===== src/dfr_pkg.sv =====
// Constants, field layouts and register map of the destination entry register set
package dfr_pkg;
   // Entry replication: indices 0 up to the destination depth inclusive
   localparam int unsigned DEST_ENTRY_DEPTH = 3;
   localparam int unsigned NUM_ENTRIES      = DEST_ENTRY_DEPTH + 1;
   localparam int unsigned PTR_W            = 2;
   localparam int unsigned OCC_W            = 3;

   // Options register field positions
   localparam int unsigned OPT_CHAIN_EN_BIT = 22;
   localparam int unsigned OPT_IRQ_EN_BIT   = 20;
   localparam int unsigned OPT_CODE_HI      = 17;
   localparam int unsigned OPT_CODE_LO      = 12;
   localparam int unsigned OPT_FIFO_WIDTH_SELECT_HI      = 10;
   localparam int unsigned OPT_FIFO_WIDTH_SELECT_LO      = 8;
   localparam int unsigned OPT_PRI_HI       = 6;
   localparam int unsigned OPT_PRI_LO       = 4;
   localparam int unsigned OPT_DAM_BIT      = 1;
   localparam int unsigned OPT_SAM_BIT      = 0;
   localparam logic [31:0] OPT_WR_MASK      = 32'h0053_F773;

   // Counts register layout
   localparam int unsigned CNT_ARR_HI  = 31;
   localparam int unsigned CNT_ARR_LO  = 16;
   localparam int unsigned CNT_BYTE_HI = 15;
   localparam int unsigned CNT_BYTE_LO = 0;

   // Width select encodings
   localparam logic [2:0] FIFO_WIDTH_SELECT_MAX_LEGAL = 3'h5;

   // Address mode encoding
   localparam logic MODE_INCREMENT = 1'b0;
   localparam logic MODE_CONSTANT  = 1'b1;

   // Register map, byte addresses
   localparam logic [11:0] ADDR_SA_DEST_BREF = 12'h000;
   localparam logic [11:0] ADDR_IRQ_STATUS   = 12'h010;
   localparam logic [11:0] ADDR_IRQ_CLEAR    = 12'h014;
   localparam logic [11:0] ADDR_IRQ_ENABLE   = 12'h018;
   localparam logic [3:0]  ENTRY_PAGE        = 4'h1;
   localparam logic [3:0]  ENT_OPTIONS       = 4'h0;
   localparam logic [3:0]  ENT_SRC_ADDR      = 4'h4;
   localparam logic [3:0]  ENT_COUNTS        = 4'h8;

   // Interrupt status bits
   localparam int unsigned EV_W          = 2;
   localparam int unsigned EV_COMPLETE   = 0;
   localparam int unsigned EV_BAD_WIDTH  = 1;

   localparam logic [31:0] RESET_WORD = 32'h0000_0000;
   localparam logic [15:0] ZERO16     = 16'h0000;
   localparam logic [15:0] ONE16      = 16'h0001;

   typedef struct packed {
      logic [31:0] options;
      logic [15:0] arr_cnt;
      logic [15:0] byte_cnt;
      logic [15:0] byte_reload;
   } dfr_entry_s;

   typedef struct packed {
      dfr_entry_s [NUM_ENTRIES-1:0] ent;
      logic [PTR_W-1:0]             rd_ptr;
      logic [PTR_W-1:0]             wr_ptr;
      logic [OCC_W-1:0]             occ;
      logic [15:0]                  dst_off;
      logic [15:0]                  src_off;
      logic [EV_W-1:0]              sts;
      logic [EV_W-1:0]              ien;
      logic                         irq;
      logic                         chain_set;
      logic                         irq_set;
      logic [5:0]                   done_code;
      logic [2:0]                   act_pri;
      logic                         act_valid;
      logic                         sub_ready;
      logic [31:0]                  prdata;
      logic                         pready;
      logic                         pslverr;
   } dfr_state_s;
endpackage


===== src/dfr_dest_regs.sv =====
// Destination entry register set: queue of submitted transfers, write progress and APB access
// Functional notes
// - Chaining enable bit 22: completion raises chain event only when set
// - Interrupt enable bit 20: completion raises completion interrupt only when set; code gates only interrupt_pending_set, irq ignores the bit
// - Six-bit code in bits 17..12 selects pending bit on completion
// - Width select bits 10..8: 8 to 256 bits, codes 6 and 7 reserved
// - Width setting matters only when an address mode is constant
// - Priority bits 6..4, zero highest, seven lowest
// - Bit 1: destination offset increments, or wraps at width when constant
// - Bit 0: source offset increments, or wraps at width when constant
// - Upper count half holds remaining number of arrays
// - Lower count half holds remaining bytes of current array
// - Both counts update as writes issue, showing data still to write
// - One entry per index from zero up to the depth
//
// Added by the designer: the address map and the APB interface to the registers.
`timescale 1ns/1ns
module dfr_dest_regs (
   input  wire logic        pclk,
   input  wire logic        presetn,
   input  wire logic        psel,
   input  wire logic        penable,
   input  wire logic        pwrite,
   input  wire logic [11:0] paddr,
   input  wire logic [31:0] pwdata,
   output logic      [31:0] prdata,
   output logic             pready,
   output logic             pslverr,
   input  wire logic        submit_valid,
   input  wire logic [31:0] submit_options,
   input  wire logic [31:0] submit_counts,
   output logic             submit_ready,
   input  wire logic        wr_issue,
   input  wire logic [15:0] wr_bytes,
   output logic      [15:0] dst_offset,
   output logic      [15:0] src_offset,
   output logic      [2:0]  active_priority,
   output logic             active_valid,
   output logic             chain_event_set,
   output logic             interrupt_pending_set,
   output logic      [5:0]  completion_code,
   output logic             irq
);

   dfr_pkg::dfr_state_s q;
   dfr_pkg::dfr_state_s d;

   // Entry decode, shared by the read and the write paths
   function automatic logic entry_hit(input logic [11:0] a);
      entry_hit = (a[11:8] == dfr_pkg::ENTRY_PAGE) && (a[7:4] < 4'(dfr_pkg::NUM_ENTRIES));
   endfunction

   // Byte mask of one width unit; reserved codes fall back to the narrowest unit
   function automatic logic [15:0] width_mask(input logic [2:0] fifo_width_select);
      logic [15:0] m;
      m = dfr_pkg::ZERO16;
      if (fifo_width_select <= dfr_pkg::FIFO_WIDTH_SELECT_MAX_LEGAL) begin
         m = (dfr_pkg::ONE16 << fifo_width_select) - dfr_pkg::ONE16;
      end
      width_mask = m;
   endfunction

   // Next offset in one array: constant mode wraps inside the width unit
   function automatic logic [15:0] next_off(input logic [15:0] off, input logic [15:0] nb,
                                            input logic mode, input logic [2:0] fifo_width_select);
      logic [15:0] s;
      s = off + nb;
      if (mode == dfr_pkg::MODE_CONSTANT) begin
         next_off = s & width_mask(fifo_width_select);
      end else begin
         next_off = s;
      end
   endfunction

   // Read mux for the APB slave; source address always reads zero
   function automatic logic [31:0] read_word(input dfr_pkg::dfr_state_s s, input logic [11:0] a);
      logic [31:0] r;
      logic [1:0]  i;
      r = dfr_pkg::RESET_WORD;
      i = a[5:4];
      if (entry_hit(a)) begin
         case (a[3:0])
            dfr_pkg::ENT_OPTIONS:  r = s.ent[i].options;
            dfr_pkg::ENT_COUNTS:   r = {s.ent[i].arr_cnt, s.ent[i].byte_cnt};
            default:               r = dfr_pkg::RESET_WORD;
         endcase
      end else if (a == dfr_pkg::ADDR_IRQ_STATUS) begin
         r = {{(32-dfr_pkg::EV_W){1'b0}}, s.sts};
      end else if (a == dfr_pkg::ADDR_IRQ_ENABLE) begin
         r = {{(32-dfr_pkg::EV_W){1'b0}}, s.ien};
      end
      read_word = r;
   endfunction

   function automatic logic mapped(input logic [11:0] a);
      logic e;
      e = entry_hit(a) && (a[3:0] == dfr_pkg::ENT_OPTIONS || a[3:0] == dfr_pkg::ENT_SRC_ADDR
                           || a[3:0] == dfr_pkg::ENT_COUNTS);
      mapped = e || a == dfr_pkg::ADDR_SA_DEST_BREF || a == dfr_pkg::ADDR_IRQ_STATUS
               || a == dfr_pkg::ADDR_IRQ_CLEAR || a == dfr_pkg::ADDR_IRQ_ENABLE;
   endfunction

   // Occupancy step of one push or one pop
   function automatic logic [dfr_pkg::OCC_W-1:0] occ_inc(input logic b);
      occ_inc = {{(dfr_pkg::OCC_W-1){1'b0}}, b};
   endfunction

   // Next-state logic for the whole block
   always_comb begin
      logic [31:0]           hopt;
      logic [15:0]           nb;
      logic [15:0]           left;
      logic                  apb_wr;
      logic                  pop;
      logic                  push;
      logic [dfr_pkg::EV_W-1:0] ev;
      logic [dfr_pkg::EV_W-1:0] clr;
      logic [1:0]            wi;
      hopt   = q.ent[q.rd_ptr].options;
      nb     = dfr_pkg::ZERO16;
      left   = dfr_pkg::ZERO16;
      pop    = 1'b0;
      ev     = '0;
      clr    = '0;
      wi     = paddr[5:4];
      d      = q;
      apb_wr = psel && penable && q.pready && pwrite;
      push   = submit_valid && q.sub_ready;

      // APB setup cycle prepares a one-cycle answer in the access phase
      d.pready  = psel && !penable;
      d.pslverr = psel && !penable && !mapped(paddr);
      d.prdata  = (psel && !penable && !pwrite) ? read_word(q, paddr) : dfr_pkg::RESET_WORD;

      // Software writes: writable option fields, enable and clear registers
      if (apb_wr && entry_hit(paddr) && paddr[3:0] == dfr_pkg::ENT_OPTIONS) begin
         d.ent[wi].options = pwdata & dfr_pkg::OPT_WR_MASK;
      end
      if (apb_wr && paddr == dfr_pkg::ADDR_IRQ_ENABLE) begin
         d.ien = pwdata[dfr_pkg::EV_W-1:0];
      end
      if (apb_wr && paddr == dfr_pkg::ADDR_IRQ_CLEAR) begin
         clr = pwdata[dfr_pkg::EV_W-1:0];
      end

      // Write progress on the head entry
      d.chain_set = 1'b0;
      d.irq_set   = 1'b0;
      if (wr_issue && q.occ != '0) begin
         left = q.ent[q.rd_ptr].byte_cnt;
         nb   = (wr_bytes < left) ? wr_bytes : left;
         d.ent[q.rd_ptr].byte_cnt = left - nb;
         d.dst_off = next_off(q.dst_off, nb, hopt[dfr_pkg::OPT_DAM_BIT],
                              hopt[dfr_pkg::OPT_FIFO_WIDTH_SELECT_HI:dfr_pkg::OPT_FIFO_WIDTH_SELECT_LO]);
         d.src_off = next_off(q.src_off, nb, hopt[dfr_pkg::OPT_SAM_BIT],
                              hopt[dfr_pkg::OPT_FIFO_WIDTH_SELECT_HI:dfr_pkg::OPT_FIFO_WIDTH_SELECT_LO]);
         if ((hopt[dfr_pkg::OPT_DAM_BIT] || hopt[dfr_pkg::OPT_SAM_BIT])
             && hopt[dfr_pkg::OPT_FIFO_WIDTH_SELECT_HI:dfr_pkg::OPT_FIFO_WIDTH_SELECT_LO] > dfr_pkg::FIFO_WIDTH_SELECT_MAX_LEGAL) begin
            ev[dfr_pkg::EV_BAD_WIDTH] = 1'b1;
         end
         if (left == nb) begin
            // Array finished: start the next one at offset zero, or complete
            d.dst_off = dfr_pkg::ZERO16;
            d.src_off = dfr_pkg::ZERO16;
            if (q.ent[q.rd_ptr].arr_cnt <= dfr_pkg::ONE16) begin
               d.ent[q.rd_ptr].arr_cnt = dfr_pkg::ZERO16;
               pop = 1'b1;
               ev[dfr_pkg::EV_COMPLETE] = 1'b1;
               d.done_code = hopt[dfr_pkg::OPT_CODE_HI:dfr_pkg::OPT_CODE_LO];
               d.chain_set = hopt[dfr_pkg::OPT_CHAIN_EN_BIT];
               d.irq_set   = hopt[dfr_pkg::OPT_IRQ_EN_BIT];
            end else begin
               d.ent[q.rd_ptr].arr_cnt  = q.ent[q.rd_ptr].arr_cnt - dfr_pkg::ONE16;
               d.ent[q.rd_ptr].byte_cnt = q.ent[q.rd_ptr].byte_reload;
            end
         end
      end

      // New transfer request fills the tail entry; it wins over a software option write
      if (push) begin
         d.ent[q.wr_ptr].options     = submit_options & dfr_pkg::OPT_WR_MASK;
         d.ent[q.wr_ptr].arr_cnt     = submit_counts[dfr_pkg::CNT_ARR_HI:dfr_pkg::CNT_ARR_LO];
         d.ent[q.wr_ptr].byte_cnt    = submit_counts[dfr_pkg::CNT_BYTE_HI:dfr_pkg::CNT_BYTE_LO];
         d.ent[q.wr_ptr].byte_reload = submit_counts[dfr_pkg::CNT_BYTE_HI:dfr_pkg::CNT_BYTE_LO];
         d.wr_ptr = q.wr_ptr + 1'b1;
      end
      if (pop) begin
         d.rd_ptr = q.rd_ptr + 1'b1;
      end
      d.occ = q.occ + occ_inc(push) - occ_inc(pop);

      // Ready is registered, so it is computed from the next occupancy
      d.sub_ready = d.occ < 3'(dfr_pkg::NUM_ENTRIES);
      d.act_valid = d.occ != '0;
      d.act_pri   = d.ent[d.rd_ptr].options[dfr_pkg::OPT_PRI_HI:dfr_pkg::OPT_PRI_LO];

      // Sticky status: an event in the clear cycle survives
      d.sts = (q.sts & ~clr) | ev;
      d.irq = |(d.sts & d.ien);
   end

   // Single state register
   always_ff @(posedge pclk or negedge presetn) begin
      if (!presetn) begin
         q           <= '0;
         q.sub_ready <= 1'b1; // Queue is empty out of reset
      end else begin
         q <= d;
      end
   end

   // Outputs straight from the state register
   assign prdata                = q.prdata;
   assign pready                = q.pready;
   assign pslverr               = q.pslverr;
   assign submit_ready          = q.sub_ready;
   assign dst_offset            = q.dst_off;
   assign src_offset            = q.src_off;
   assign active_priority       = q.act_pri;
   assign active_valid          = q.act_valid;
   assign chain_event_set       = q.chain_set;
   assign interrupt_pending_set = q.irq_set;
   assign completion_code       = q.done_code;
   assign irq                   = q.irq;

endmodule


===== config.mk =====
export PLATFORM = sky130hd
export DESIGN_NAME = dfr_dest_regs
export DESIGN_NICKNAME = d
export VERILOG_FILES = /design/src/dfr_pkg.sv /design/src/dfr_dest_regs.sv
export SDC_FILE = /design/constraint.sdc
export NUM_CORES = 1
export LEC_CHECK = 0
export BUFFER_PORTS_ARGS = -buffer_cell sky130_fd_sc_hd__buf_2
export CAP_MARGIN = 20
export CORE_AREA = 5 5 250 252
export DETAILED_ROUTE_END_ITERATION = 6
export DIE_AREA = 0 0 255 257
export PLACE_DENSITY = 0.66
export SYNTH_ARGS = -nofsm -noshare
export SYNTH_HDL_FRONTEND = slang
export SYNTH_SLANG_ARGS = --single-unit
export TNS_END_PERCENT = 20

===== constraint.sdc =====
create_clock -name pclk -period 8.95 [get_ports pclk]
set_input_delay 0.895 -clock pclk [delete_from_list [all_inputs] [get_ports pclk]]
set_output_delay 0.895 -clock pclk [all_outputs]
set_load 0.05 [all_outputs]

==> run summary, run 1 <==
The flow ran to the end, and the final reports show no timing, DRC or antenna violations. The type of the most critical hold path was in2async. Setup repair after global routing left no endpoint under its margin. The tool flagged a number of max-cap violations equal to 0. Among the stages of the critical path, the cell type that occurs most often is sky130_fd_sc_hd__inv_1. The largest fanout on the critical path was 20; the proportion of synthesized chip area in sequential cells was 0.434. After detailed placement, the design holds a cell count of 3,083.

The number of nets with antenna violations after detailed routing is 0, and the aggregate global-route resource usage is 0.226. The run gives 0 as the total of cells resized after clock tree synthesis. The arithmetic-cell share of the synthesized area counting full adders, half adders and majority gates is 0.0424, and the netlist area before placement is 23,700 um2. For this block, the initial DRC count from the detailed router was 2,021. Buffers inserted during clock tree synthesis total 44. Power comes to 9.51 mW.

The floorplan has 90 rows. For the number of iterations in the first detailed-routing pass, the log shows 6. The share of the synthesized netlist area taken by xor and xnor gates was 0.0177; the post-synthesis simple-gate area fraction was 0.146. At the end of routability-driven placement, the weighted congestion stood at 0.911. Yosys printed 0 warnings.

Detailed placement finished with a half-perimeter wire length of 50.2 mm. The most used flip-flop cell after synthesis is sky130_fd_sc_hd__dfrtp_1. The kind of launch point of the worst setup path was a register. In this run the power density over the cells is 362 nW/um2. The maximum buffer depth of the clock tree was 3. The die is 255 um wide. The first global-routing pass estimated 117 mm of wire. 211 I/O pins were placed.

The number of filler cells placed in the layout is 5,616, and the post-placement cell area is 24,800 um2. For this design, the sink count on the clock tree is 411. The average wire per standard cell was 23.8 um; the total grt overflow was 0. The area fraction of the dominant cell type after synthesis was 0.433. The count of flip-flops with a built-in enable after synthesis works out to 0. Using the TritonRoute via totals, the vias-per-cell ratio works out to 5.96. The logs give 59,900 um2 for the core outline area and 0.396 for the initial standard-cell utilization of the core. STA classifies the critical path endpoint as a register.

At the end of the flow, the number of nets in the layout was 2,557. The root cell of the clock tree is sky130_fd_sc_hd__clkbuf_16. The combinational family with the most area after synthesis is multiplexers. The post-synthesis compound-gate area fraction was 0.132. After layout, the worst setup slack is 1190 ps. The count of final max-slew check failures was 0; the full die area was 65,500 um2. In the routed design, unresolved DRC markers number 0. At the pin with the least slew margin, the transition time is 1110 ps.

The synthesized design spends more area on one cell type than any other, namely sky130_fd_sc_hd__dfrtp_1. The logs give 19,333 for the via count of the first global-routing pass and 0.260 for the remaining max-slew budget at the tightest pin. At the later pin of the worst-skew pair, clock insertion delay measures 600 ps.

The run gives 0.129 GHz as the highest clock frequency the design can meet. The number of antenna violations at the first check in global routing is 19, and the multiplexer share of the synthesized area is 0.169. The share of layout cells above drive strength 1 came out at 0.193.

For the number of setup buffers added after CTS, the log shows 0. The worst-case IR drop observed on VDD is 0.000164 V. Setup violations remaining at the end of the flow were counted as 0. The run gives 0 ps as the aggregate negative setup slack.

The final period utilization was 0.867; the clock period minus worst slack was 7760 ps. The analysis attributes to cell leakage a power of 12.3 nW. The number of port buffers works out to 178. For the worst setup path, the data required time is 9410 ps. After synthesis the netlist holds a flip-flop and latch count of 411. The finished layout holds 3,175 standard cells, fillers aside. The via count came out at 18,923. The run gives 0 as the number of endpoints with negative hold slack in the final report. The floorplan step set the die height to 257 um. OpenSTA, run right after detailed placement, puts the worst setup slack at 1290 ps. Synthesis produced a netlist whose cell count is 2,310. The number of hold buffers added after CTS was 0.

After routing the design area is 26,300 um2. The largest single stage delay on the critical path is 670 ps. The arrival time reported for the critical path endpoint came out at 8220 ps. The area growth from synthesis to layout is 10.9%. Counting every net in the synthesized netlist gives 2,519. TritonCTS built the clock tree. The critical path is of the reg2reg type.

The async set-reset flop share out of synthesis came out at 1.00. The run gives 74 as the post-synthesis cell type count. The top cell types in the final layout, fill and taps aside, are 408 x sky130_fd_sc_hd__dfrtp_1, 383 x sky130_fd_sc_hd__nand2_1, 175 x sky130_fd_sc_hd__buf_2. The library cell used most frequently in the layout, excluding fill and tap cells, is sky130_fd_sc_hd__dfrtp_1. Entering global routing, the biggest net connects 139 pins. The final layout contains routed wiring with a total length of 75.6 mm. Dividing the synthesized area by the synthesized cell count gives 10.3 um2. On the critical path, the stage with the largest delay is an instance of sky130_fd_sc_hd__dfrtp_4. The clock tree synthesis step divided the H-tree into 2 levels.

For the final database, setup skew stands at 27.1 ps. Ranked by total cell area, the synthesized netlist is headed by sky130_fd_sc_hd__dfrtp_1 43%, sky130_fd_sc_hd__mux4_2 12%, sky130_fd_sc_hd__nand2_1 6.1%. The clock slew seen by the registers of the worst setup and hold paths is 60 ps.
metal layers:
layer  vias up  GRT usage  wire length, um
met5         -          0               96
met4        16     0.0761             2510
met3       171     0.0546             6670
met2       855      0.363            35800
met1      9519      0.302            30500
li1       8362          -                -
layout make-up:
| class | instances | area, um2 | area share |
|---|---|---|---|
| Clock buffer | 61 | 1240 | 0.0474 |
| Tap cell | 782 | 978 | 0.0372 |
| Timing Repair Buffer | 213 | 1190 | 0.0452 |
| Inverter | 65 | 244 | 0.00928 |
| Antenna cell | 9 | 22.5 | 0.000857 |
| Clock inverter | 21 | 234 | 0.00890 |
| Multi-Input combinational cell | 1613 | 12100 | 0.459 |
| Sequential cell | 411 | 10300 | 0.392 |
through the flow:
step,hold WS [ps],utilization
2_1_floorplan,440,-
3_3_place_gp,452,0.413
3_5_place_dp,457,0.413
4_1_cts,472,0.438
5_1_grt,496,0.438
6_report,458,0.439
critical path, delay by kind of cell, from the launching register on:
family / cells / cell delay [ps]
and+or+nand+nor: 6 / 1740
AOI/OAI and AO/OA: 5 / 1480
buffers and inverters: 9 / 1450
adders and majority gates: 5 / 1450
DFF: 1 / 670
muxes: 1 / 450
xor gates and xnor gates: 2 / 360
where the power goes:
group          switching, mW  total [mW]  internal (mW)
combinational           2.84        4.67           1.83
clock                  0.820        1.89           1.07
sequential             0.461        2.95           2.49
total                   4.12        9.51           5.39
cell families after synthesis:
| family | after synthesis |
|---|---|
| muxes | 236 |
| xor gates and xnor gates | 47 |
| buffers and inverters | 286 |
| AOI/OAI and AO/OA | 490 |
| DFF | 411 |
| and+or+nand+nor | 762 |
| adders and majority gates | 78 |
cell usage after synthesis, types with 5 or more instances:
| master | instances |
|---|---|
| sky130_fd_sc_hd__mux4_2 | 129 |
| sky130_fd_sc_hd__o31a_1 | 9 |
| sky130_fd_sc_hd__a22oi_1 | 34 |
| sky130_fd_sc_hd__buf_2 | 19 |
| sky130_fd_sc_hd__o31ai_1 | 17 |
| sky130_fd_sc_hd__o21ai_1 | 32 |
| sky130_fd_sc_hd__a21o_1 | 5 |
| sky130_fd_sc_hd__a21boi_0 | 6 |
| sky130_fd_sc_hd__a31oi_1 | 5 |
| sky130_fd_sc_hd__buf_4 | 75 |
| sky130_fd_sc_hd__o21ai_0 | 159 |
| sky130_fd_sc_hd__xor2_1 | 15 |
| sky130_fd_sc_hd__nand2_1 | 383 |
| sky130_fd_sc_hd__a221oi_1 | 7 |
| sky130_fd_sc_hd__o22ai_1 | 5 |
| sky130_fd_sc_hd__o211ai_1 | 45 |
| sky130_fd_sc_hd__a21oi_1 | 84 |
| sky130_fd_sc_hd__inv_1 | 65 |
| sky130_fd_sc_hd__ha_1 | 74 |
| sky130_fd_sc_hd__a2bb2oi_1 | 14 |
| sky130_fd_sc_hd__a22o_1 | 13 |
| sky130_fd_sc_hd__nand2b_1 | 8 |
| sky130_fd_sc_hd__mux2_1 | 7 |
| sky130_fd_sc_hd__mux2i_1 | 91 |
| sky130_fd_sc_hd__buf_1 | 16 |
| sky130_fd_sc_hd__and2_1 | 10 |
| sky130_fd_sc_hd__nand4_1 | 12 |
| sky130_fd_sc_hd__nor4_1 | 7 |
| sky130_fd_sc_hd__or3_1 | 12 |
| sky130_fd_sc_hd__dfrtp_1 | 410 |
| sky130_fd_sc_hd__o21a_1 | 20 |
| sky130_fd_sc_hd__nor2_1 | 116 |
| sky130_fd_sc_hd__nand3_1 | 71 |
| sky130_fd_sc_hd__and3_1 | 70 |
| sky130_fd_sc_hd__clkbuf_1 | 108 |
| sky130_fd_sc_hd__a211oi_1 | 6 |
| sky130_fd_sc_hd__mux2_2 | 9 |
| sky130_fd_sc_hd__nor3_1 | 40 |
| sky130_fd_sc_hd__nor2b_1 | 11 |
| sky130_fd_sc_hd__xnor2_1 | 31 |
path summary, 6_finish.rpt:
kind                       startpoint           end  slack, ps  cells past startpoint
setup / recovery                q[90]  active_valid       1190                     28
hold / removal                presetn        q[363]        460                      1
setup reg to reg                q[90]  active_valid       1190                     28
hold reg to reg              register      register        470                      2
max in group asynchronous     presetn     prdata[4]       6880                      2
min in group pclk            register      register        470                      2
Note: power is estimated with default switching activity, not from simulation.
==> inputs of run 2 (changes only) <==
--- a/config.mk
+++ b/config.mk
@@ -7,10 +7,10 @@
 export LEC_CHECK = 0
 export BUFFER_PORTS_ARGS = -buffer_cell sky130_fd_sc_hd__buf_2
 export CAP_MARGIN = 20
-export CORE_AREA = 5 5 250 252
+export CORE_AREA = 5 5 224 226
 export DETAILED_ROUTE_END_ITERATION = 6
-export DIE_AREA = 0 0 255 257
-export PLACE_DENSITY = 0.66
+export DIE_AREA = 0 0 229 231
+export PLACE_DENSITY = 0.77
 export SYNTH_ARGS = -nofsm -noshare
 export SYNTH_HDL_FRONTEND = slang
 export SYNTH_SLANG_ARGS = --single-unit
==> run 2 against run 1 <==
  * Register-to-register slack worse by 250 ps
  * Critical path depth down 2
  * Critical endpoint unchanged
  * Global-route usage grew 4.3 points
  * Final cell count decreased by 5.4%
  * Count of clock-buffer cells in the layout up 5
  * Highest routed layer unchanged
  * Largest power group unchanged
  * Wire length decreased by 3.9%
  * Setup slack got worse by 250 ps
  * Clock power fell by 6%
==> run summary, run 2 (same netlist as run 1, synthesis figures left out) <==
For the number of hold-repair buffers added at the cts stage, the log shows 0 (unchanged). The final period utilization is 0.895 (was 0.867), and the full die area is 52,900 um2 (was 65,500 um2). The tools report the end of the worst register-to-register path as active_valid (unchanged). The tools report the peak supply drop as 0.000151 V (was 0.000164 V).

TritonCTS built the clock tree. For the arrival time reported for the critical path endpoint, the log shows 8460 ps (was 8220 ps). The detailed-route vias per instance was 6.42 (was 5.96); the transition at the pin with the smallest max-transition slack was 1130 ps (was 1110 ps). Slowest cell on the critical path: sky130_fd_sc_hd__dfrtp_4 (unchanged). The total of cells resized after clock tree synthesis is 0 (unchanged). The combinational share of power was 0.496 (was 0.491). The kind of capture point of the worst setup path was a register (unchanged). The width of the die was 229 um (was 255 um); the number of iterations in the first detailed-routing pass was 6 (unchanged). The clock sink total is 411 (unchanged). The max-cap violation count was 0 (unchanged). The number of nets in the finished design is 2,549 (was 2,557), and the count of final max-slew check failures is 0 (unchanged). The run gives 580 ps (was 600 ps) as the clock latency on the worst-skew pair.

The pin count of the biggest net entering global routing came out at 165 (was 139). The logs give 19,587 (was 19,333) for the via count of the first global-routing pass and 0 (unchanged) for the number of setup buffers added after CTS. Setup repair after global routing left no endpoint under its margin. The logs give 3 (unchanged) for the maximum buffer depth of the clock tree and 9.38 mW (was 9.51 mW) for the total power. The floorplan die height came out at 231 um (was 257 um). Cell seen most often among critical-path stages: sky130_fd_sc_hd__inv_1 (unchanged). The row count was 81 (was 90); the detailed-routed wire length on met2 was 33.2 mm (was 35.8 mm). The signed area change from the synthesized netlist to the final layout is 9.38% (was 10.9%). The aggregate routed wire length is 72.7 mm (was 75.6 mm).

The aggregate global-route resource usage is 0.269 (was 0.226), and the largest stage delay on the critical path is 840 ps (was 670 ps). Beginning of the worst register-to-register path: q[89] (was q[90]). The total DRC errors in the routed layout came out at 0 (unchanged). The run gives 0 (unchanged) as the number of nets with antenna violations after detailed routing.

The tools report the aggregate negative setup slack as 0 ps (unchanged). Type of the most critical hold path: in2async (unchanged). The leakage power of the design is 12.2 nW (was 12.3 nW), and the power density over the cells is 362 nW/um2 (about the same).

For the number of buffers created by CTS, the log shows 42 (was 44). The logs give 113 mm (was 117 mm) for the global-route wire length before repair and 0 (unchanged) for the total setup violations reported at the end of the flow. The average wire per standard cell was 24.2 um (was 23.8 um); the number of port buffers was 178 (unchanged).

The logs give 0.190 (was 0.199) for the share of total power in the clock network and 0.125 GHz (was 0.129 GHz) for the highest clock frequency the design can meet. The run gives 2 (unchanged) as the H-tree depth. The number of filler cells placed in the layout was 3,989 (was 5,616). The highest metal layer used by the detailed router was met5 (unchanged). The total grt overflow was 0 (unchanged).

The run gives 48,100 um2 (was 59,900 um2) as the core outline area. The share of layout cells above drive strength 1 was 0.189 (was 0.193). The largest fanout on the critical path is 31 (was 20). The routed length on met1 was 27.7 mm (was 30.5 mm); the slack of the worst reg-to-reg path was 940 ps (was 1190 ps). The clock slew seen by the registers of the worst setup and hold paths was 70 ps (was 60 ps). The switching power share of the total was 0.431 (was 0.433); the depth of the most critical reg-to-reg path was 26 (was 28). The power dissipated by switching net loads came out at 4.04 mW (was 4.12 mW). Leading cell types in the layout, fill and taps excluded: 408 x sky130_fd_sc_hd__dfrtp_1, 383 x sky130_fd_sc_hd__nand2_1, 175 x sky130_fd_sc_hd__buf_2 (unchanged).

The logs give 2,102 (was 2,021) for the number of DRC violations after detailed-routing iteration 0 and 0.246 (was 0.260) for the remaining max-slew budget at the tightest pin. The initial standard-cell utilization of the core is 0.492 (was 0.396), and the clock period minus worst slack is 8010 ps (was 7760 ps). For the data required time at the worst endpoint, the log shows 9390 ps (was 9410 ps). The flow ran to the end, and the final reports show no timing, DRC or antenna violations.

The number of antenna violations at the first check in global routing was 17 (was 19); the global placement routability congestion was 0.927 (was 0.911). For the number of placed I/O pins, the log shows 211 (unchanged). The logs give 17.8 ps (was 27.1 ps) for the worst setup skew after layout and 0 (unchanged) for the number of endpoints with negative hold slack in the final report.

The tools report the via count as 19,285 (was 18,923). The category of the critical setup timing path is reg2reg (unchanged). The logs give 5.34 mW (was 5.39 mW) for the internal portion of total power and 47.6 mm (was 50.2 mm) for the post-DP HPWL.

Most common cell after layout, fill and taps aside: sky130_fd_sc_hd__dfrtp_1 (unchanged). The wire length on met3 came out at 8.10 mm (was 6.67 mm). The tools report the kind of launch point of the worst setup path as a register (unchanged). The root cell of the clock tree was sky130_fd_sc_hd__clkbuf_16 (unchanged). The tools report the part of the power in registers as 0.314 (was 0.310).
run 2: cell count changes in the layout (fill, tap and decap cells not counted), moves of 2 or more:
cell and change:
sky130_fd_sc_hd__buf_4 -6, sky130_fd_sc_hd__bufinv_16 -2, sky130_fd_sc_hd__clkbuf_8 +5, sky130_fd_sc_hd__clkinvlp_4 -4, sky130_fd_sc_hd__inv_6 -2
run 2: worst max path at each step:
| stage | cells after the start | slack [ps] | endpoint | startpoint |
|---|---|---|---|---|
| 2_1_floorplan | 32 | 1660 | active_valid | q[89] |
| 3_3_place_gp | 26 | 1130 | active_valid | q[89] |
| 3_5_place_dp | 26 | 1040 | active_valid | q[89] |
| 4_1_cts | 26 | 1000 | active_valid | q[89] |
| 5_1_grt | 26 | 400 | active_valid | q[89] |
| 6_report | 26 | 940 | active_valid | q[89] |
run 2: cell type report:
cell class                      count  area (um2)  area share
Multi-Input combinational cell   1613       12100       0.466
Sequential cell                   411       10300       0.397
Clock buffer                       66        1290      0.0499
Timing Repair Buffer              207        1140      0.0438
Tap cell                          622         778      0.0300
Inverter                           65         244     0.00941
Clock inverter                     11        90.1     0.00347
Antenna cell                        8        20.0    0.000772
run 2: worst max-delay path: cells and delay by family, from the launching register on:
family          cells  cell delay [ps]
compound gates      4             1310
fa+ha+maj           5             1440
flops               1              840
mux                 1              650
buf+inv             7              910
simple gates        7             2330
xor+xnor            2              350
run 2: routing by layer:
layer  vias up  global-route usage
met5         -                   0
met4        20               0.127
met3       240              0.0858
met2      1135               0.416
met1      9522               0.347
li1       8368                   -
run 2: stage by stage:
step / util / std cells / setup slack, ps / instance area (um2) / hold slack (ps)
2_1_floorplan: - / 2310 / 1660 / 23700 / 440
3_3_place_gp: 0.509 / 2918 / 1130 / 24500 / 452
3_5_place_dp: 0.509 / 2918 / 1040 / 24500 / 458
4_1_cts: 0.538 / 2995 / 1000 / 25900 / 456
5_1_grt: 0.538 / 3001 / 399 / 25900 / 492
6_report: 0.539 / 3003 / 936 / 25900 / 399
run 2: power groups by stage:
stage	registers [mW]	clock network, mW	logic [mW]
6_report	2.94	1.78	4.65
5_1_grt	3.01	1.87	5.10
4_1_cts	2.93	1.80	4.58
2_1_floorplan	2.81	0	3.51
3_5_place_dp	2.96	0	4.54
3_3_place_gp	2.90	0	4.41
